File: config.mk
export PLATFORM = sky130hd
export DESIGN_NAME = hpidc_config_bank
export DESIGN_NICKNAME = d
export VERILOG_FILES = /design/src/hdl/hpidc_id_select.v /design/src/hdl/hpidc_config_bank.v
export VERILOG_INCLUDE_DIRS = /design/src /design/src/shared
export SDC_FILE = /design/constraint.sdc
export NUM_CORES = 1
export LEC_CHECK = 0
export BUFFER_PORTS_ARGS = -buffer_cell sky130_fd_sc_hd__buf_2
export CORE_UTILIZATION = 48
export DETAILED_ROUTE_END_ITERATION = 12
export GPL_TIMING_DRIVEN = 0
export PLACE_DENSITY = 0.82
export SYNTH_ARGS = -nofsm -noshare
export SYNTH_HDL_FRONTEND = slang
export SYNTH_HIERARCHICAL = 1
export SYNTH_SLANG_ARGS = --single-unit
File: constraint.sdc
create_clock -name sys_clk_in -period 5.2 [get_ports sys_clk_in]
set_input_delay 0.26 -clock sys_clk_in [delete_from_list [all_inputs] [get_ports sys_clk_in]]
set_output_delay 0.26 -clock sys_clk_in [all_outputs]
set_load 0.02 [all_outputs]
File: src/shared/hpidc_regs.vh
// register offsets, field positions and reset values of the hub id and configuration bank
`ifndef HPIDC_REGS_VH
`define HPIDC_REGS_VH
`define HPIDC_OFF_PROD_LOW      8'h03
`define HPIDC_OFF_PROD_HIGH     8'h04
`define HPIDC_OFF_DEV_CFG       8'h05
`define HPIDC_RST_DEV_CFG       8'h10
`define HPIDC_BIT_STR_WE        7
`define HPIDC_BIT_SER_WE        6
`define HPIDC_BIT_LPM_OFF       5
`define HPIDC_BIT_RSVD_ONE      4
`define HPIDC_BIT_GANGED        3
`define HPIDC_BIT_PWR_RPT_OFF   2
`define HPIDC_BIT_TMO_OVR       1
`define HPIDC_BIT_RSVD_ZERO     0
`define HPIDC_CFG_WR_MASK       8'hee
`define HPIDC_USB2_PID_XOR      8'h02
`define HPIDC_TMO_MAX           8'hff
`define HPIDC_TMO_ZERO          8'h00
`define HPIDC_BYTE_ZERO         8'h00
`define HPIDC_BYTE_ONES         8'hff
`endif

File: src/hdl/hpidc_id_select.v
// priority selection of one identifier byte among loaded, otp and default values
`timescale 1ns/100ps
`include "hpidc_regs.vh"
module hpidc_id_select #(
    parameter [7:0] DEFAULT_VALUE = 8'h00
) (
    input  wire       ids_loaded_zero_in,
    input  wire [7:0] loaded_byte_in,
    input  wire       otp_ids_zero_in,
    input  wire [7:0] otp_byte_in,
    output wire [7:0] chosen_byte_out
);
    // zero test is over the whole vendor/product pair, not this byte alone
    assign chosen_byte_out = !ids_loaded_zero_in ? loaded_byte_in :
                             !otp_ids_zero_in    ? otp_byte_in :
                             DEFAULT_VALUE;
endmodule

File: src/hdl/hpidc_config_bank.v
// hub product id and device configuration register bank
`timescale 1ns/100ps
`include "hpidc_regs.vh"
module hpidc_config_bank #(
    parameter       PORTS            = 4,
    parameter [7:0] PROD_LOW_DEFAULT = 8'h5a, // arbitrary identity value
    parameter [7:0] PROD_HIGH_DEFAULT = 8'ha5 // arbitrary identity value
) (
    input  wire             sys_clk_in,
    input  wire             resetn_in,
    input  wire             smbus_mode_in,
    input  wire             wr_strobe_in,
    input  wire             wr_from_eeprom_in,
    input  wire [7:0]       wr_addr_in,
    input  wire [7:0]       wr_data_in,
    input  wire [7:0]       rd_addr_in,
    output reg  [7:0]       rd_data_out,
    input  wire [15:0]      vendor_ident_in,
    input  wire [15:0]      otp_vendor_ident_in,
    input  wire [15:0]      otp_prod_ident_in,
    output reg  [15:0]      prod_ident_ss_out,
    output reg  [15:0]      prod_ident_usb2_out,
    output wire             string_write_enable_out,
    output wire             serial_string_write_enable_out,
    input  wire             lpm_request_in,
    input  wire             force_accept_lmp_in,
    input  wire             upstream_disconnect_in,
    output wire             lpm_allowed_out,
    input  wire [PORTS-1:0] port_power_request_in,
    output reg  [PORTS-1:0] port_power_control_pins_out,
    output wire             power_status_report_on_out,
    input  wire [7:0]       host_timeout_in,
    output reg  [7:0]       applied_timeout_out
);
    reg  [7:0]  prod_low_reg;
    reg  [7:0]  prod_high_reg;
    reg  [7:0]  cfg_reg;
    reg         force_lpm_reg;
    wire [7:0]  cfg_view;
    wire [7:0]  sel_low;
    wire [7:0]  sel_high;
    wire        loaded_zero;
    wire        otp_zero;
    wire        cfg_wr_ok;
    wire        eeprom_load_ok;
    wire        host_write_ok;
    wire        loaded_pid_zero;
    wire        loaded_vid_zero;
    wire        otp_pid_zero;
    wire        otp_vid_zero;
    wire        gang_on;
    wire [PORTS-1:0] pins_next;
    reg  [7:0]  prod_low_next;
    reg  [7:0]  prod_high_next;
    reg  [7:0]  cfg_next;
    reg  [7:0]  rd_data_next;
    reg  [7:0]  timeout_next;
    reg         force_lpm_next;
    genvar      g;

    // eeprom loads only count in i2c mode, host writes only in smbus mode
    assign eeprom_load_ok = wr_from_eeprom_in && !smbus_mode_in;
    assign host_write_ok  = !wr_from_eeprom_in && smbus_mode_in;
    assign cfg_wr_ok      = wr_strobe_in && (eeprom_load_ok || host_write_ok);

    // unmatched offsets and refused writes keep the stored contents
    always @* begin
        prod_low_next  = prod_low_reg;
        prod_high_next = prod_high_reg;
        cfg_next       = cfg_reg;
        if (cfg_wr_ok) begin
            case (wr_addr_in)
                `HPIDC_OFF_PROD_LOW: begin
                    prod_low_next = wr_data_in;
                end
                `HPIDC_OFF_PROD_HIGH: begin
                    prod_high_next = wr_data_in;
                end
                `HPIDC_OFF_DEV_CFG: begin
                    // reserved bits keep fixed values whatever is written
                    cfg_next = (wr_data_in & `HPIDC_CFG_WR_MASK)
                               | `HPIDC_RST_DEV_CFG;
                end
                default: begin
                    cfg_next = cfg_reg;
                end
            endcase
        end
    end

    always @(posedge sys_clk_in or negedge resetn_in) begin
        if (!resetn_in) begin
            prod_low_reg  <= `HPIDC_BYTE_ZERO;
            prod_high_reg <= `HPIDC_BYTE_ZERO;
        end else begin
            prod_low_reg  <= prod_low_next;
            prod_high_reg <= prod_high_next;
        end
    end

    always @(posedge sys_clk_in or negedge resetn_in) begin
        if (!resetn_in) begin
            cfg_reg <= `HPIDC_RST_DEV_CFG;
        end else begin
            cfg_reg <= cfg_next;
        end
    end

    // reserved bit 4 forced high and bit 0 forced low on every read
    assign cfg_view = (cfg_reg | (8'h01 << `HPIDC_BIT_RSVD_ONE))
                      & ~(8'h01 << `HPIDC_BIT_RSVD_ZERO);

    assign loaded_pid_zero = ({prod_high_reg, prod_low_reg} == 16'h0000);
    assign loaded_vid_zero = (vendor_ident_in == 16'h0000);
    // zero test spans the whole pid/vid pair so a partial load still wins
    assign loaded_zero     = loaded_pid_zero && loaded_vid_zero;
    assign otp_pid_zero    = (otp_prod_ident_in == 16'h0000);
    assign otp_vid_zero    = (otp_vendor_ident_in == 16'h0000);
    assign otp_zero        = otp_pid_zero && otp_vid_zero;

    hpidc_id_select #(
        .DEFAULT_VALUE (PROD_LOW_DEFAULT)
    ) u_sel_low (
        .ids_loaded_zero_in (loaded_zero),
        .loaded_byte_in     (prod_low_reg),
        .otp_ids_zero_in    (otp_zero),
        .otp_byte_in        (otp_prod_ident_in[7:0]),
        .chosen_byte_out    (sel_low)
    );

    hpidc_id_select #(
        .DEFAULT_VALUE (PROD_HIGH_DEFAULT)
    ) u_sel_high (
        .ids_loaded_zero_in (loaded_zero),
        .loaded_byte_in     (prod_high_reg),
        .otp_ids_zero_in    (otp_zero),
        .otp_byte_in        (otp_prod_ident_in[15:8]),
        .chosen_byte_out    (sel_high)
    );

    // read data is registered so the reader sees a clean byte one edge after the offset
    always @* begin
        case (rd_addr_in)
            `HPIDC_OFF_PROD_LOW: begin
                rd_data_next = sel_low;
            end
            `HPIDC_OFF_PROD_HIGH: begin
                rd_data_next = sel_high;
            end
            `HPIDC_OFF_DEV_CFG: begin
                rd_data_next = cfg_view;
            end
            default: begin
                // unmapped offsets read as zero rather than echoing a neighbour
                rd_data_next = `HPIDC_BYTE_ZERO;
            end
        endcase
    end

    // a zero request must stay zero so the override never wakes a disabled timer
    always @* begin
        if (cfg_reg[`HPIDC_BIT_TMO_OVR] && (host_timeout_in != `HPIDC_TMO_ZERO)) begin
            timeout_next = `HPIDC_TMO_MAX;
        end else begin
            timeout_next = host_timeout_in;
        end
    end

    always @(posedge sys_clk_in or negedge resetn_in) begin
        if (!resetn_in) begin
            rd_data_out         <= `HPIDC_BYTE_ZERO;
            prod_ident_ss_out   <= 16'h0000;
            prod_ident_usb2_out <= 16'h0000;
        end else begin
            rd_data_out         <= rd_data_next;
            prod_ident_ss_out   <= {sel_high, sel_low};
            prod_ident_usb2_out <= {sel_high, sel_low ^ `HPIDC_USB2_PID_XOR};
        end
    end

    always @(posedge sys_clk_in or negedge resetn_in) begin
        if (!resetn_in) begin
            applied_timeout_out <= `HPIDC_TMO_ZERO;
        end else begin
            applied_timeout_out <= timeout_next;
        end
    end

    assign string_write_enable_out        = cfg_reg[`HPIDC_BIT_STR_WE];
    assign serial_string_write_enable_out = cfg_reg[`HPIDC_BIT_SER_WE];

    // sticky until reset or upstream disconnect; set wins over the clear
    always @* begin
        if (force_accept_lmp_in) begin
            force_lpm_next = 1'b1;
        end else if (upstream_disconnect_in) begin
            force_lpm_next = 1'b0;
        end else begin
            force_lpm_next = force_lpm_reg;
        end
    end

    always @(posedge sys_clk_in or negedge resetn_in) begin
        if (!resetn_in) begin
            force_lpm_reg <= 1'b0;
        end else begin
            force_lpm_reg <= force_lpm_next;
        end
    end

    assign lpm_allowed_out = lpm_request_in &&
        (!cfg_reg[`HPIDC_BIT_LPM_OFF] || force_lpm_reg);

    assign power_status_report_on_out = !cfg_reg[`HPIDC_BIT_PWR_RPT_OFF];

    // ganging only holds while power status reporting is on
    assign gang_on = cfg_reg[`HPIDC_BIT_GANGED]
                     && !cfg_reg[`HPIDC_BIT_PWR_RPT_OFF];

    generate
        for (g = 0; g < PORTS; g = g + 1) begin : gen_port_pwr
            assign pins_next[g] = gang_on ? port_power_request_in[0]
                                          : port_power_request_in[g];
        end
    endgenerate

    always @(posedge sys_clk_in or negedge resetn_in) begin
        if (!resetn_in) begin
            port_power_control_pins_out <= {PORTS{1'b0}};
        end else begin
            port_power_control_pins_out <= pins_next;
        end
    end
endmodule

==> metrics.yaml <==
status:
  status: "finished, violations left"
  failed_checks: "hold timing"
cts:
  ctsResizeCount: 0
  cts_tree: "done"
  clockBufferDepth: 2
  post_cts_buffers: 0
  h-tree-depth: 3
  cts_hold_repair.buffers: 0
  clock-sinks: 60
  cts_buffers: 9
  cts_root_buf: "clkbuf_8"
  clock_latency_ps: 340
  clk_pin_slew_ps: 60
timing:
  rsz0062_at_grt: "false"
  hold_viol_final: 48
  period_share_pct: 39.1
  finalMaxSlewViolations: 0
  setup_viol: 0
  fin_crit_ps: 2030
  slew_headroom_pct: 52.4
  clock_skew_ps: 8.83
  fmax_ghz: 0.492
  setup_tns_ps: 0
  tightest_slew_ps: 714
  holdWs_ps: -31.7
placed_design:
  place_area_um2: 3480
  gp_congestion: 0.838
  dp_cells: 428
  port_buffers: 147
  hpwl_um: 5160
setup_path:
  timing.rr.end: "rd_data_out[7]"
  path_buf_inv: 2
  r2r_cells: 7
  slowest_delay_ps: 410
  start_kind: "flip-flop"
  cp-end-kind: "flip-flop"
  path_depth: 7
  critPathTopFamily: "simple AND/OR/NAND/NOR gates"
  r2r_setup_slack_ps: 3170
  crit_fanout: 10
  slowest_stage: "dfrtp_1"
  critical_path_class: "flip-flop to flip-flop"
  rr_startpoint: "prod_low_reg[1]"
  crit_required_ps: 5410
  critPathArrivalTime_ps: 2250
  crit_chain: "nor4_1 -> nand4_1 -> nor2_1 -> buf_6 -> inv_1 -> a22o_1 -> a221o_1"
logic_synthesis:
  synthFlopType: "dfrtp_1"
  synth-edff-count: 0
  yosysMostFrequentCell: "dfrtp_1"
  ys_seq_area_share_pct: 56.5
  syn-mean-instance-area_um2: 12.6
  syn-num-nets: 303
  postSynthCellCount: 211
  synthTopCellsByCount: "60 x dfrtp_1, 22 x mux2_2, 16 x nor4_1"
  yosysWarningCount: 6
  synth.distinct_cells: 32
  async_reset_ff_share_pct: 100
  yosysTopAreaCellShare_pct: 56.5
  ys_ff_latch: 60
  synth_area_leader_cell: "dfrtp_1"
  syn_area_um2: 2660
  synthTopCellsByArea: "dfrtp_1 57%, mux2_2 9.3%, buf_4 4.2%, nor4_1 3.8%, a221o_1 2.6%"
detailed_routing:
  vias_per_cell: 5.22
  route.vias.total: 2317
  ant_nets: 0
  post_drt_wl_per_cell_um: 14.7
  drt_iter0_drc: 116
  wl_um: 6530
  drcViolationCount: 0
  first_pass_iters: 4
hold_path:
  holdCritPathClass: "primary input to async pin"
die:
  core_area_um2: 5200
  io_pins: 148
  dieWidth_um: 76.4
  dieArea_um2: 5840
  die_h_um: 76.4
  start_util_pct: 51.0
  rows: 26
global_routing:
  grt_pass1_wl_um: 11100
  antenna_found_initial: 0
  grt_use_total_pct: 24.9
  first_global_vias: 2294
  grt-ovfl-total: 0
  grt_max_degree: 61
power:
  ir_drop_v: 0.000160
  power_leakage_nw: 2.00
  powerDensity_nw_per_um2: 277
layout:
  largest_reg_flops: 15
  final_core_util_pct: 70.8
  stdcell_count: 444
  syn_to_final_growth_pct: 38.7
  regMostFlops: "prod_ident_usb2_out"
  num-nets-final: 461
  layout-drive-gt1-share_pct: 58.0
  fin_area_um2: 3680
  num_antenna_cells: 0
run:
  maxCapViolations: 0
-- cell usage in the layout (no fill, tap or decap), types with 3 or more instances in the layout --
cell type / instances
buf_2: 147
a221o_1: 7
nor3_1: 6
nor2_1: 9
nand4_1: 7
nand2_1: 3
o22a_2: 6
a22o_1: 7
clkinv_2: 4
dfrtp_1: 60
o21ai_0: 5
nand2b_1: 9
mux2_2: 22
clkbuf_8: 11
inv_1: 12
nor4_1: 16
buf_4: 16
buf_6: 3
-- metrics by stage --
step	hold slack, ps	power, mW	setup WS (ps)
floorplan	-35.6	0.543	3430
global placement	388	0.606	3030
detailed placement	387	0.610	2960
CTS	35.1	1.03	3200
global route	23.7	1.06	3000
finish	-31.7	1.02	3170
-- metal layers --
metal / wire length, um / GRT usage, % / vias to the layer above
li1: - / - / 1078
met1: 2640 / 30.5 / 1113
met2: 3290 / 41.4 / 117
met3: 512 / 9.22 / 9
met4: 89 / 6.73 / 0
met5: 0 / 0 / -
-- cells by family (layout without fill, tap and decap cells) --
family                 after synthesis  in the layout  share of synthesized area [%]
AO/OA/AOI/OAI                       30             30                           9.28
XOR/XNOR                             1              1                          0.330
buffers and inverters               31            194                           7.39
flip-flops                          60             60                           56.5
multiplexers                        22             22                           9.33
AND/OR/NAND/NOR                     67             67                           17.1
-- power by group --
| part | switching, mW | internal, mW |
|---|---|---|
| sequential | 0.00798 | 0.481 |
| clock | 0.176 | 0.244 |
| combinational | 0.0591 | 0.0530 |
| total | 0.243 | 0.778 |
-- worst max path at each step --
| stage | startpoint | to | slack [ps] |
|---|---|---|---|
| after floorplan | otp_vendor_ident_in[8] | rd_data_out[2] | 3430 |
| after global placement | otp_prod_ident_in[1] | rd_data_out[6] | 3030 |
| after detailed placement | otp_prod_ident_in[1] | rd_data_out[6] | 2960 |
| after CTS | prod_low_reg[1] | rd_data_out[7] | 3200 |
| after global routing | prod_low_reg[1] | rd_data_out[3] | 3000 |
| final | prod_low_reg[1] | rd_data_out[7] | 3170 |
-- cell type report --
type	instances	area [um^2]
clock buffers	11	151
clock inverters	5	50.0
multi-input cells	120	958
inverters	12	45.0
fillers	408	1520
plain buffers	19	151
well taps	70	87.6
flip-flops and latches	60	1500
repair buffers	147	738
(Power assumes the default switching activity.)
